==> src/rtl/tscr_pkg.sv <==
// Constants for the tile status and control register bank.
// Assumes a single core clock that also stands for the PLL output.
package tscr_pkg;

    // Register numbers, as used in processor-status accesses
    localparam logic [7:0]  REG_TILE_CTRL    = 8'h02;
    localparam logic [7:0]  REG_BOOT_STATUS  = 8'h03;
    localparam logic [7:0]  REG_SECURITY     = 8'h05;
    localparam logic [7:0]  REG_RO_CTRL      = 8'h06;

    // Tile control fields
    localparam int          TC_DELAY_LSB     = 18;
    localparam int          TC_DELAY_W       = 8;
    localparam int          TC_DIV_LSB       = 9;
    localparam int          TC_DIV_W         = 9;
    localparam int          TC_RGMII_EN      = 8;
    localparam int          TC_LP_DYN        = 5;
    localparam int          TC_LP_EN         = 4;
    localparam int          TC_UTMI_SEL      = 2;
    localparam int          TC_ULPI_HW       = 1;
    localparam logic [31:0] TC_WMASK         = 32'h03ff_ff36;
    localparam logic [31:0] TC_RESET         = 32'h0000_0000;

    // Boot status fields
    localparam int          BS_PROC_LSB      = 16;
    localparam int          BS_BOOT_OVR      = 8;
    localparam int          BS_CORE1_OFF     = 5;
    localparam int          BS_SKIP_POLL     = 4;
    localparam int          BS_FROM_RAM      = 3;
    localparam int          BS_FROM_JTAG     = 2;
    localparam int          BS_PLL_LSB       = 0;
    localparam logic [31:0] BS_RESET         = 32'h0000_0000;

    // Security configuration fields
    localparam int          SEC_WLOCK        = 31;
    localparam int          SEC_DBG_DIS      = 14;
    localparam int          SEC_LOCK_ALL     = 12;
    localparam int          SEC_SECT_LSB     = 8;
    localparam int          SEC_REDUND       = 7;
    localparam int          SEC_BOOT_OTP     = 5;
    localparam int          SEC_JTAG_CFG_DIS = 4;
    localparam int          SEC_TAP_DIS      = 0;
    localparam logic [31:0] SEC_WMASK        = 32'h8000_5fb1;
    localparam logic [31:0] SEC_RESET        = 32'h0000_0000;

    // Ring oscillator control fields
    localparam int          RO_PERIPH_EN     = 0;
    localparam int          RO_CORE_EN       = 1;
    localparam logic [31:0] RO_WMASK         = 32'h0000_0003;
    localparam logic [31:0] RO_RESET         = 32'h0000_0000;
    localparam int          RO_COUNT_W       = 16;
    localparam int          RO_NUM           = 4;

    // Low-power divide ratio, in core cycles
    localparam logic [3:0]  LP_DIV_CYCLES    = 4'h4;

    // Transmit path: 4 data bits plus control, 256-deep delay store
    localparam int          TXD_W            = 5;
    localparam int          DLY_AW           = 8;

endpackage

==> src/rtl/tscr_delay_mem.sv <==
// Small dual-port store used as the transmit data delay line.
// Assumes one write and one read each cycle; read data are registered.
`timescale 1ns/100ps
module tscr_delay_mem #(
    parameter int W  = 5,
    parameter int AW = 8
) (
    input  wire logic          clk,
    input  wire logic [AW-1:0] waddr,
    input  wire logic [W-1:0]  wdata,
    input  wire logic [AW-1:0] raddr,
    output logic      [W-1:0]  rdata
);

    logic [W-1:0] mem [0:(1<<AW)-1];

    always_ff @(posedge clk)
    begin
        mem[waddr] <= wdata;
        rdata      <= mem[raddr];
    end

endmodule

==> src/rtl/tscr_ro_counter.sv <==
// One ring oscillator counter with its crossing into the core clock.
// Assumes the oscillator output is a free-running level toggle.
`timescale 1ns/100ps
module tscr_ro_counter #(
    parameter int CW = 16
) (
    input  wire logic          clk,
    input  wire logic          run,
    input  wire logic          osc,
    output logic      [CW-1:0] count
);

    logic          sync_a;
    logic          sync_b;
    logic          sync_c;
    // Power-up value only; srst never clears it
    logic [CW-1:0] tally = '0;
    wire           osc_edge = sync_b ^ sync_c;

    assign count = tally;

    // No reset: counts survive a system reset
    always_ff @(posedge clk)
    begin
        sync_a <= osc;
        sync_b <= sync_a;
        sync_c <= sync_b;
        if (run && osc_edge)
        begin
            tally <= tally + 1'b1;
        end
    end

endmodule

==> src/rtl/tscr_tile_regs.sv <==
// Tile status and control register bank with its dependent logic.
// Assumes clk is both core clock and PLL output; pins are synchronous.
`timescale 1ns/100ps
module tscr_tile_regs (
    input  wire logic        clk,
    input  wire logic        srst,
    input  wire logic        ps_wr,
    input  wire logic        ps_rd,
    input  wire logic [7:0]  ps_num,
    input  wire logic [31:0] ps_wdata,
    output logic      [31:0] ps_rdata,
    output logic             ps_rvalid,
    input  wire logic        otp_sec_load,
    input  wire logic [31:0] otp_sec_word,
    input  wire logic [7:0]  proc_number,
    input  wire logic        boot_mode_overridden,
    input  wire logic        core1_powered_off,
    input  wire logic        skip_otp_level_poll,
    input  wire logic        boot_from_ram,
    input  wire logic        boot_from_jtag,
    input  wire logic [1:0]  boot_pll_mode,
    input  wire logic        all_threads_paused,
    input  wire logic [4:0]  tx_data_in,
    output logic      [4:0]  rgmii_txd_out,
    output logic             rgmii_txclk,
    output logic             rgmii_ports_en,
    output logic             core_clk_en,
    output logic             utmi_mode,
    output logic             ulpi_assist_en,
    output logic             debug_global_off,
    output logic             jtag_tap_off,
    output logic             otp_lock_all,
    output logic      [3:0]  otp_sector_lock,
    output logic             otp_redundancy_en,
    output logic             boot_force_otp,
    output logic             jtag_cfg_block,
    input  wire logic [3:0]  ro_osc,
    output logic      [15:0] ro_count0,
    output logic      [15:0] ro_count1,
    output logic      [15:0] ro_count2,
    output logic      [15:0] ro_count3
);

    // Register state
    logic [31:0] tile_control;
    logic [31:0] boot_status;
    logic [31:0] security;
    logic [31:0] ro_control;
    logic [1:0]  pll_mode_held;
    logic        pll_mode_taken;

    // Register decode
    wire hit_tc  = (ps_num == tscr_pkg::REG_TILE_CTRL);
    wire hit_bs  = (ps_num == tscr_pkg::REG_BOOT_STATUS);
    wire hit_sec = (ps_num == tscr_pkg::REG_SECURITY);
    wire hit_ro  = (ps_num == tscr_pkg::REG_RO_CTRL);

    wire wr_tc   = ps_wr && hit_tc;
    wire wr_sec  = ps_wr && hit_sec
                   && !security[tscr_pkg::SEC_WLOCK];
    wire wr_ro   = ps_wr && hit_ro;

    // Reserved bits stay zero since only masked bits change
    wire [31:0] next_tile_control =
        ps_wdata & tscr_pkg::TC_WMASK;
    wire [31:0] next_security =
        ps_wdata & tscr_pkg::SEC_WMASK;
    wire [31:0] next_ro_control =
        ps_wdata & tscr_pkg::RO_WMASK;
    wire [31:0] otp_security =
        otp_sec_word & tscr_pkg::SEC_WMASK;

    // Field views of tile control
    wire [7:0] tx_delay =
        tile_control[tscr_pkg::TC_DELAY_LSB +: tscr_pkg::TC_DELAY_W];
    wire [8:0] tx_div =
        tile_control[tscr_pkg::TC_DIV_LSB +: tscr_pkg::TC_DIV_W];
    wire       lp_en  = tile_control[tscr_pkg::TC_LP_EN];
    wire       lp_dyn = tile_control[tscr_pkg::TC_LP_DYN];

    // Read data select; unmapped numbers read zero
    wire [31:0] rd_sel =
        hit_tc  ? tile_control :
        hit_bs  ? boot_status  :
        hit_sec ? security     :
        hit_ro  ? ro_control   :
        32'h0000_0000;

    // Tile control register
    always_ff @(posedge clk)
    begin
        if (srst)
        begin
            tile_control <= tscr_pkg::TC_RESET;
        end
        else if (wr_tc)
        begin
            tile_control <= next_tile_control;
        end
    end

    // Security configuration; an OTP load overrides the lock
    always_ff @(posedge clk)
    begin
        if (srst)
        begin
            security <= tscr_pkg::SEC_RESET;
        end
        else if (otp_sec_load)
        begin
            security <= otp_security;
        end
        else if (wr_sec)
        begin
            security <= next_security;
        end
    end

    // Ring oscillator control
    always_ff @(posedge clk)
    begin
        if (srst)
        begin
            ro_control <= tscr_pkg::RO_RESET;
        end
        else if (wr_ro)
        begin
            ro_control <= next_ro_control;
        end
    end

    // PLL mode pins are caught once, the first cycle after reset
    always_ff @(posedge clk)
    begin
        if (srst)
        begin
            pll_mode_taken <= 1'b0;
            pll_mode_held  <= 2'h0;
        end
        else if (!pll_mode_taken)
        begin
            pll_mode_taken <= 1'b1;
            pll_mode_held  <= boot_pll_mode;
        end
    end

    // Boot status mirrors its inputs, the PLL mode from the held copy; nothing writes it
    wire [31:0] next_boot_status =
        ({24'h00_0000, proc_number} << tscr_pkg::BS_PROC_LSB)
        | ({31'h0000_0000, boot_mode_overridden}
            << tscr_pkg::BS_BOOT_OVR)
        | ({31'h0000_0000, core1_powered_off}
            << tscr_pkg::BS_CORE1_OFF)
        | ({31'h0000_0000, skip_otp_level_poll}
            << tscr_pkg::BS_SKIP_POLL)
        | ({31'h0000_0000, boot_from_ram}
            << tscr_pkg::BS_FROM_RAM)
        | ({31'h0000_0000, boot_from_jtag}
            << tscr_pkg::BS_FROM_JTAG)
        | ({30'h0000_0000, pll_mode_held}
            << tscr_pkg::BS_PLL_LSB);

    always_ff @(posedge clk)
    begin
        if (srst)
        begin
            boot_status <= tscr_pkg::BS_RESET;
        end
        else
        begin
            boot_status <= next_boot_status;
        end
    end

    // Read port: data one cycle after the request
    always_ff @(posedge clk)
    begin
        if (srst)
        begin
            ps_rdata  <= 32'h0000_0000;
            ps_rvalid <= 1'b0;
        end
        else
        begin
            ps_rvalid <= ps_rd;
            if (ps_rd)
            begin
                ps_rdata <= rd_sel;
            end
        end
    end

    // Control outputs straight from the register flops
    assign rgmii_ports_en    = tile_control[tscr_pkg::TC_RGMII_EN];
    assign utmi_mode         = tile_control[tscr_pkg::TC_UTMI_SEL];
    assign ulpi_assist_en    = tile_control[tscr_pkg::TC_ULPI_HW];
    assign debug_global_off  = security[tscr_pkg::SEC_DBG_DIS];
    assign jtag_tap_off      = security[tscr_pkg::SEC_TAP_DIS];
    assign otp_lock_all      = security[tscr_pkg::SEC_LOCK_ALL];
    assign otp_sector_lock   = security[tscr_pkg::SEC_SECT_LSB +: 4];
    assign otp_redundancy_en = security[tscr_pkg::SEC_REDUND];
    assign boot_force_otp    = security[tscr_pkg::SEC_BOOT_OTP];
    assign jtag_cfg_block    = security[tscr_pkg::SEC_JTAG_CFG_DIS];

    // Low-power divider: enable pulse once per LP_DIV_CYCLES
    logic [3:0] lp_cnt;
    wire        lp_dividing = lp_en
                              && (!lp_dyn || all_threads_paused);
    wire        lp_wrap     = (lp_cnt == (tscr_pkg::LP_DIV_CYCLES - 4'h1));

    always_ff @(posedge clk)
    begin
        if (srst)
        begin
            lp_cnt      <= 4'h0;
            core_clk_en <= 1'b1;
        end
        else if (lp_dividing)
        begin
            lp_cnt      <= lp_wrap ? 4'h0 : lp_cnt + 4'h1;
            core_clk_en <= (lp_cnt == 4'h0);
        end
        else
        begin
            lp_cnt      <= 4'h0;
            core_clk_en <= 1'b1;
        end
    end

    // Transmit clock: high at the divider value, low at half of it
    logic [8:0] tx_cnt;
    wire        tx_at_top  = (tx_cnt >= tx_div);
    wire [8:0]  tx_half    = tx_div >> 1;

    always_ff @(posedge clk)
    begin
        if (srst)
        begin
            tx_cnt      <= 9'h000;
            rgmii_txclk <= 1'b0;
        end
        else
        begin
            // Counter restarts if the divider shrinks below it
            tx_cnt <= tx_at_top ? 9'h000 : tx_cnt + 9'h001;
            if (tx_cnt == tx_div)
            begin
                rgmii_txclk <= 1'b1;
            end
            else if (tx_cnt == tx_half)
            begin
                rgmii_txclk <= 1'b0;
            end
        end
    end

    // Transmit data delay line; total latency is delay plus one
    logic [7:0] dly_wptr;
    logic [4:0] tx_d1;
    logic [4:0] dly_rdata;
    wire  [7:0] dly_raddr = dly_wptr - tx_delay + 8'h01;

    // Short delays bypass the store, whose read lags by two
    wire  [4:0] next_txd =
        (tx_delay == 8'h00) ? tx_data_in :
        (tx_delay == 8'h01) ? tx_d1      :
        dly_rdata;

    tscr_delay_mem #(
        .W  (tscr_pkg::TXD_W),
        .AW (tscr_pkg::DLY_AW)
    ) u_delay (
        .clk   (clk),
        .waddr (dly_wptr),
        .wdata (tx_data_in),
        .raddr (dly_raddr),
        .rdata (dly_rdata)
    );

    always_ff @(posedge clk)
    begin
        if (srst)
        begin
            dly_wptr      <= 8'h00;
            tx_d1         <= 5'h00;
            rgmii_txd_out <= 5'h00;
        end
        else
        begin
            dly_wptr      <= dly_wptr + 8'h01;
            tx_d1         <= tx_data_in;
            rgmii_txd_out <= next_txd;
        end
    end

    // Ring oscillator counters: 0,1 core pair; 2,3 peripheral pair
    wire core_run   = ro_control[tscr_pkg::RO_CORE_EN];
    wire periph_run = ro_control[tscr_pkg::RO_PERIPH_EN];

    tscr_ro_counter #(
        .CW (tscr_pkg::RO_COUNT_W)
    ) u_ro0 (
        .clk   (clk),
        .run   (core_run),
        .osc   (ro_osc[0]),
        .count (ro_count0)
    );

    tscr_ro_counter #(
        .CW (tscr_pkg::RO_COUNT_W)
    ) u_ro1 (
        .clk   (clk),
        .run   (core_run),
        .osc   (ro_osc[1]),
        .count (ro_count1)
    );

    tscr_ro_counter #(
        .CW (tscr_pkg::RO_COUNT_W)
    ) u_ro2 (
        .clk   (clk),
        .run   (periph_run),
        .osc   (ro_osc[2]),
        .count (ro_count2)
    );

    tscr_ro_counter #(
        .CW (tscr_pkg::RO_COUNT_W)
    ) u_ro3 (
        .clk   (clk),
        .run   (periph_run),
        .osc   (ro_osc[3]),
        .count (ro_count3)
    );

    // Counters settle on the edge that clears their enable, since run gates the count
    // after the synchroniser; the bench still waits twelve cycles before sampling.

endmodule

==> config.mk <==
export PLATFORM = sky130hd
export DESIGN_NAME = tscr_tile_regs
export DESIGN_NICKNAME = d
export VERILOG_FILES = /design/src/rtl/tscr_pkg.sv /design/src/rtl/tscr_delay_mem.sv /design/src/rtl/tscr_ro_counter.sv /design/src/rtl/tscr_tile_regs.sv
export SDC_FILE = /design/constraint.sdc
export NUM_CORES = 1
export LEC_CHECK = 0
export BUFFER_PORTS_ARGS = -buffer_cell sky130_fd_sc_hd__clkbuf_2
export CORE_ASPECT_RATIO = 0.7
export CORE_MARGIN = 1
export CORE_UTILIZATION = 25
export CTS_BUF_LIST = sky130_fd_sc_hd__clkbuf_4 sky130_fd_sc_hd__clkbuf_8
export CTS_CLUSTER_SIZE = 14
export DETAILED_ROUTE_END_ITERATION = 6
export GPL_ROUTABILITY_DRIVEN = 0
export GPL_TIMING_DRIVEN = 0
export PLACE_DENSITY = 0.48
export SLEW_MARGIN = 20
export SYNTH_ARGS = -nofsm -noshare
export SYNTH_HDL_FRONTEND = slang
export SYNTH_SLANG_ARGS = --single-unit
==> constraint.sdc <==
create_clock -name clk -period 3.4 [get_ports clk]
set_clock_uncertainty 0.1 [all_clocks]
set_input_delay 0.17 -clock clk [delete_from_list [all_inputs] [get_ports clk]]
set_output_delay 0.17 -clock clk [all_outputs]
set_load 0.02 [all_outputs]
==> metrics.md <==
| Metric | Value |
|---|---|
| Final HPWL DP | 134000 µm |
| CP startpoint | tile_control[19] |
| Clk pin slew, worst setup/hold paths | 70 ps |
| Synth area leaders | edfxtp_1 69%, mux4_2 13%, dfxtp_1 4.5%, nor2_1 2.4%, nand2_1 1.3% |
| Synth Cell Area | 0.0584 mm² |
| Num CTS Buffers | 223 |
| Die height | 406 µm |
| Clock Latency Late Sink | 930 ps |
| Most numerous cell in the Yosys netlist | edfxtp_1 |
| Lkg Pwr | 0.0231 µW |
| CP endpoint | u_delay.rdata[2] |
| Setup Crit Path Kind | register to register |
| Final nets | 3996 |
| First-pass DRT Iterations | 6 |
| GR Layer Usage met2 | 0.229 |
| Clk sinks | 1474 |
| Final ANT Viol Nets | 0 |
| Reg2reg end | u_delay.rdata[2] |
| Mean Syn Cell Area | 18.1 µm² |
| Maxcap violations | 0 |
| Met1 Usage GRT | 0.252 |
| Post-Syn Instances | 3234 |
| Area Growth Syn to Fin | 23.0% |
| Post-synth ARST share | 0 |
| Avg WL per Cell | 28.3 µm |
| Outcome | finished with violations |
| DR iter-0 viols | 4946 |
| Util after Layout | 0.309 |
| Synth warnings | 0 |
| Root buf cell | clkbuf_8 |
| Hold Path Class | input pin to register |
| Largest net degree at the start of global routing | 110 |
| Max Slew Vio Count | 0 |
| Layout cells sized above 1 | 0.294 |
| Critical Path RT | 4100 ps |
| Vias in the first global route | 33.6k |
| Critical Path End Type | register |
| Post-route design area | 0.0718 mm² |
| Simple-Gate Fraction of Synth Area | 0.0561 |
| Post-Synth Adder-Cell Area | 0.00741 |
| Top cell type's share of synthesized area | 0.691 |
| Setup TNS Final | -1910 ps |
| Routing usage on met3 | 0.0575 |
| Vias | 34.5k |
| Final period util | 1.10 |
| Total power | 39700 µW |
| Distinct cell type count after synthesis | 61 |
| PortBufs | 182 |
| Ports | 219 |
| Crit-path cells | ha_4 > inv_4 > ha_4 > inv_2 > fa_2 > nand2b_4 > a21oi_4 > xnor2_4 > buf_6 > nand2_8 > buf_12 > buf_16 > o22a_1 > nand4_1 > nand3_2 > nor3_4 |
| Slowest stage delay, CP | 450 ps |
| Top post-synthesis cells by count | 1344 x edfxtp_1, 374 x nor2_1, 326 x mux4_2 |
| Clk buf depth | 4 |
| Yosys reg bits | 1474 |
| RSZ-0062 raised after global routing | yes |
| Endpoints failing setup | 18 |
| Final worst path period need | 3730 ps |
| Pwr dens | 553 mW/mm² |
| Main synth FF type | edfxtp_1 |
| Die area | 0.236 mm² |
| H-tree depth | 4 |
| Rows | 148 |
| EDFF count, synth | 1344 |
| R2r startpoint | tile_control[19] |
| Leading area contributor after synthesis | edfxtp_1 |
| Synth Area in XOR/XNOR | 0.0139 |
| Placed Instance Area | 0.0637 mm² |
| Width of the chip | 580 µm |
| Worst Path Max Fanout | 8 |
| Most frequent CP cell | ha_4 |
| Fillers | 22.8k |
| Least-Margin Pin Slew | 1100 ps |
| DRC viols | 0 |
| Final Hold Vio Count | 0 |
| Vias per cell | 4.85 |
| Violated checks | setup timing |
| WHS | 62.2 ps |
| Initial antenna violation count | 14 |
| Fin worst setup slack | -328 ps |
| HP Start | boot_pll_mode[1] |
| Arrival @ worst endpoint | 4430 ps |
| Largest family of logic cells by synthesized area | multiplexers |
| Flop-to-flop setup slack | -330 ps |
| Proportion of synthesized area in mux cells | 0.137 |
| Gr ovfl total | 0 |
| Most used routing layer | met1 |
| CP Launch Type | register |
| Max stage delay cell, worst path | fa_2 |
| GRT Overall Usage | 0.167 |
| First-pass GRT wire length | 275000 µm |
| Complex-gate fraction of the synthesized area | 0.0312 |
| Initial core utilization | 0.251 |
| Max Fclk | 268 MHz |
| Max transition margin | 0.262 |
| Register area share after synthesis | 0.736 |
| Final WL | 201000 µm |
| Core Area | 0.232 mm² |
| R2R cell count | 16 |
| Peak supply drop | 0.323 mV |
| CTS tree | done |
[cells in the final DEF, fill, tap and decap left out, types with 8 or more instances in the layout]
cell type,synthesis,routed
a211oi_1,27,26
a21oi_1,80,68
a22o_1,14,14
a22oi_1,41,40
and2_1,13,13
and3_1,10,10
buf_12,0,34
buf_16,0,16
buf_4,38,49
buf_6,10,35
buf_8,0,20
clkbuf_1,85,46
clkbuf_2,0,197
clkbuf_4,0,76
clkbuf_8,0,242
clkinv_1,0,58
clkinv_2,0,23
dfxtp_1,130,123
dlygate4sd3_1,0,157
edfxtp_1,1344,1344
ha_1,33,28
inv_1,34,29
mux2i_1,59,38
mux2i_2,0,10
mux2i_4,0,11
mux4_2,326,326
nand2_1,202,192
nand2b_1,12,10
nand3_1,52,47
nand4_1,27,27
nor2_1,374,367
nor2b_1,31,30
o21ai_1,4,8
o22a_1,8,8
o22ai_1,20,8
o22ai_2,0,11
xnor2_1,50,47
xor2_1,39,36
[cell families (layout without fill, tap and decap cells)]
group | after synthesis | after routing
adders and majority gates | 34 | 34
xor gates and xnor gates | 91 | 91
and+or+nand+nor | 761 | 761
AOI/OAI and AO/OA | 266 | 266
buffers and inverters | 220 | 1010
muxes | 387 | 387
DFF | 1474 | 1474
other | 1 | 9
[stage by stage]
stage                     worst slack (ps)  std cells
after floorplan                       20.3       3239
after global placement               -3810       6496
after detailed placement             -2900       6515
after CTS                             -238       7098
after global routing                  -362       7107
final                                 -328       7107
[sequential cells by signal, summed over array words and instances, names as in the netlist, 5 cells and up]
signal / flops
boot_status: 15
dly_wptr: 8
ps_rdata: 26
rgmii_txd_out: 5
security: 11
tile_control: 22
tx_cnt: 9
tx_d1: 5
u_delay.mem: 1280
u_delay.rdata: 5
u_ro0.count: 16
u_ro1.count: 16
u_ro2.count: 16
u_ro3.count: 16
[layer usage]
| layer | part of all wire | up-vias | wire (µm) |
|---|---|---|---|
| li1 | - | 14050 | - |
| met1 | 0.46 | 18266 | 92300 |
| met2 | 0.40 | 1928 | 80700 |
| met3 | 0.12 | 235 | 24300 |
| met4 | 0.017 | 2 | 3420 |
| met5 | 0.00044 | - | 89 |
[how the worst min path moves through the flow]
| stage | end | slack, ps | cells past startpoint |
|---|---|---|---|
| finish | pll_mode_held[1] | 60 | 4 |
| floorplan | u_ro0.sync_a | 100 | 0 |
| global route | pll_mode_held[1] | 30 | 4 |
| global placement | u_ro1.sync_a | 180 | 1 |
| detailed placement | u_ro1.sync_a | 180 | 1 |
| CTS | pll_mode_held[1] | 3 | 4 |
[where the power goes]
part	leakage [µW]	switching, µW	internal (µW)
clock	0.00225	7230	7300
combinational	0.00769	3390	1950
sequential	0.0132	44.0	19800
total	0.0231	10700	29100
[cell type report]
type                            count  area [µm²]  share of cell area
Inverter                           34         136             0.00190
Multi-Input combinational cell   1545       15400               0.214
Sequential cell                  1474       43000               0.598
Tap cell                         3075        3850              0.0536
Clock inverter                     91         502             0.00698
Antenna cell                        3        7.51            0.000105
Timing Repair Buffer              400        3470              0.0483
Buffer                            182        1810              0.0252
Clock buffer                      303        3720              0.0518
[repair_timing]
item | in CTS | in global routing
hold buffers | 157 | 0
setup endpoints to repair | 250 | 152
pin swaps | 35 | 19
gates cloned | 1 | 0
buffers inserted | 35 | 6
gates resized for setup | 419 | 37
hold endpoints to repair | 776 | 0
[critical path: cells and delay by family (launching register included)]
| family | cells | cell delay [ps] |
|---|---|---|
| flip-flops | 1 | 360 |
| adder cells (fa/ha/maj) | 3 | 810 |
| buffers and inverters | 5 | 610 |
| AND/OR/NAND/NOR | 5 | 890 |
| XOR/XNOR | 1 | 300 |
| AO/OA/AOI/OAI | 2 | 470 |
Note: power is estimated with default switching activity, not from simulation.
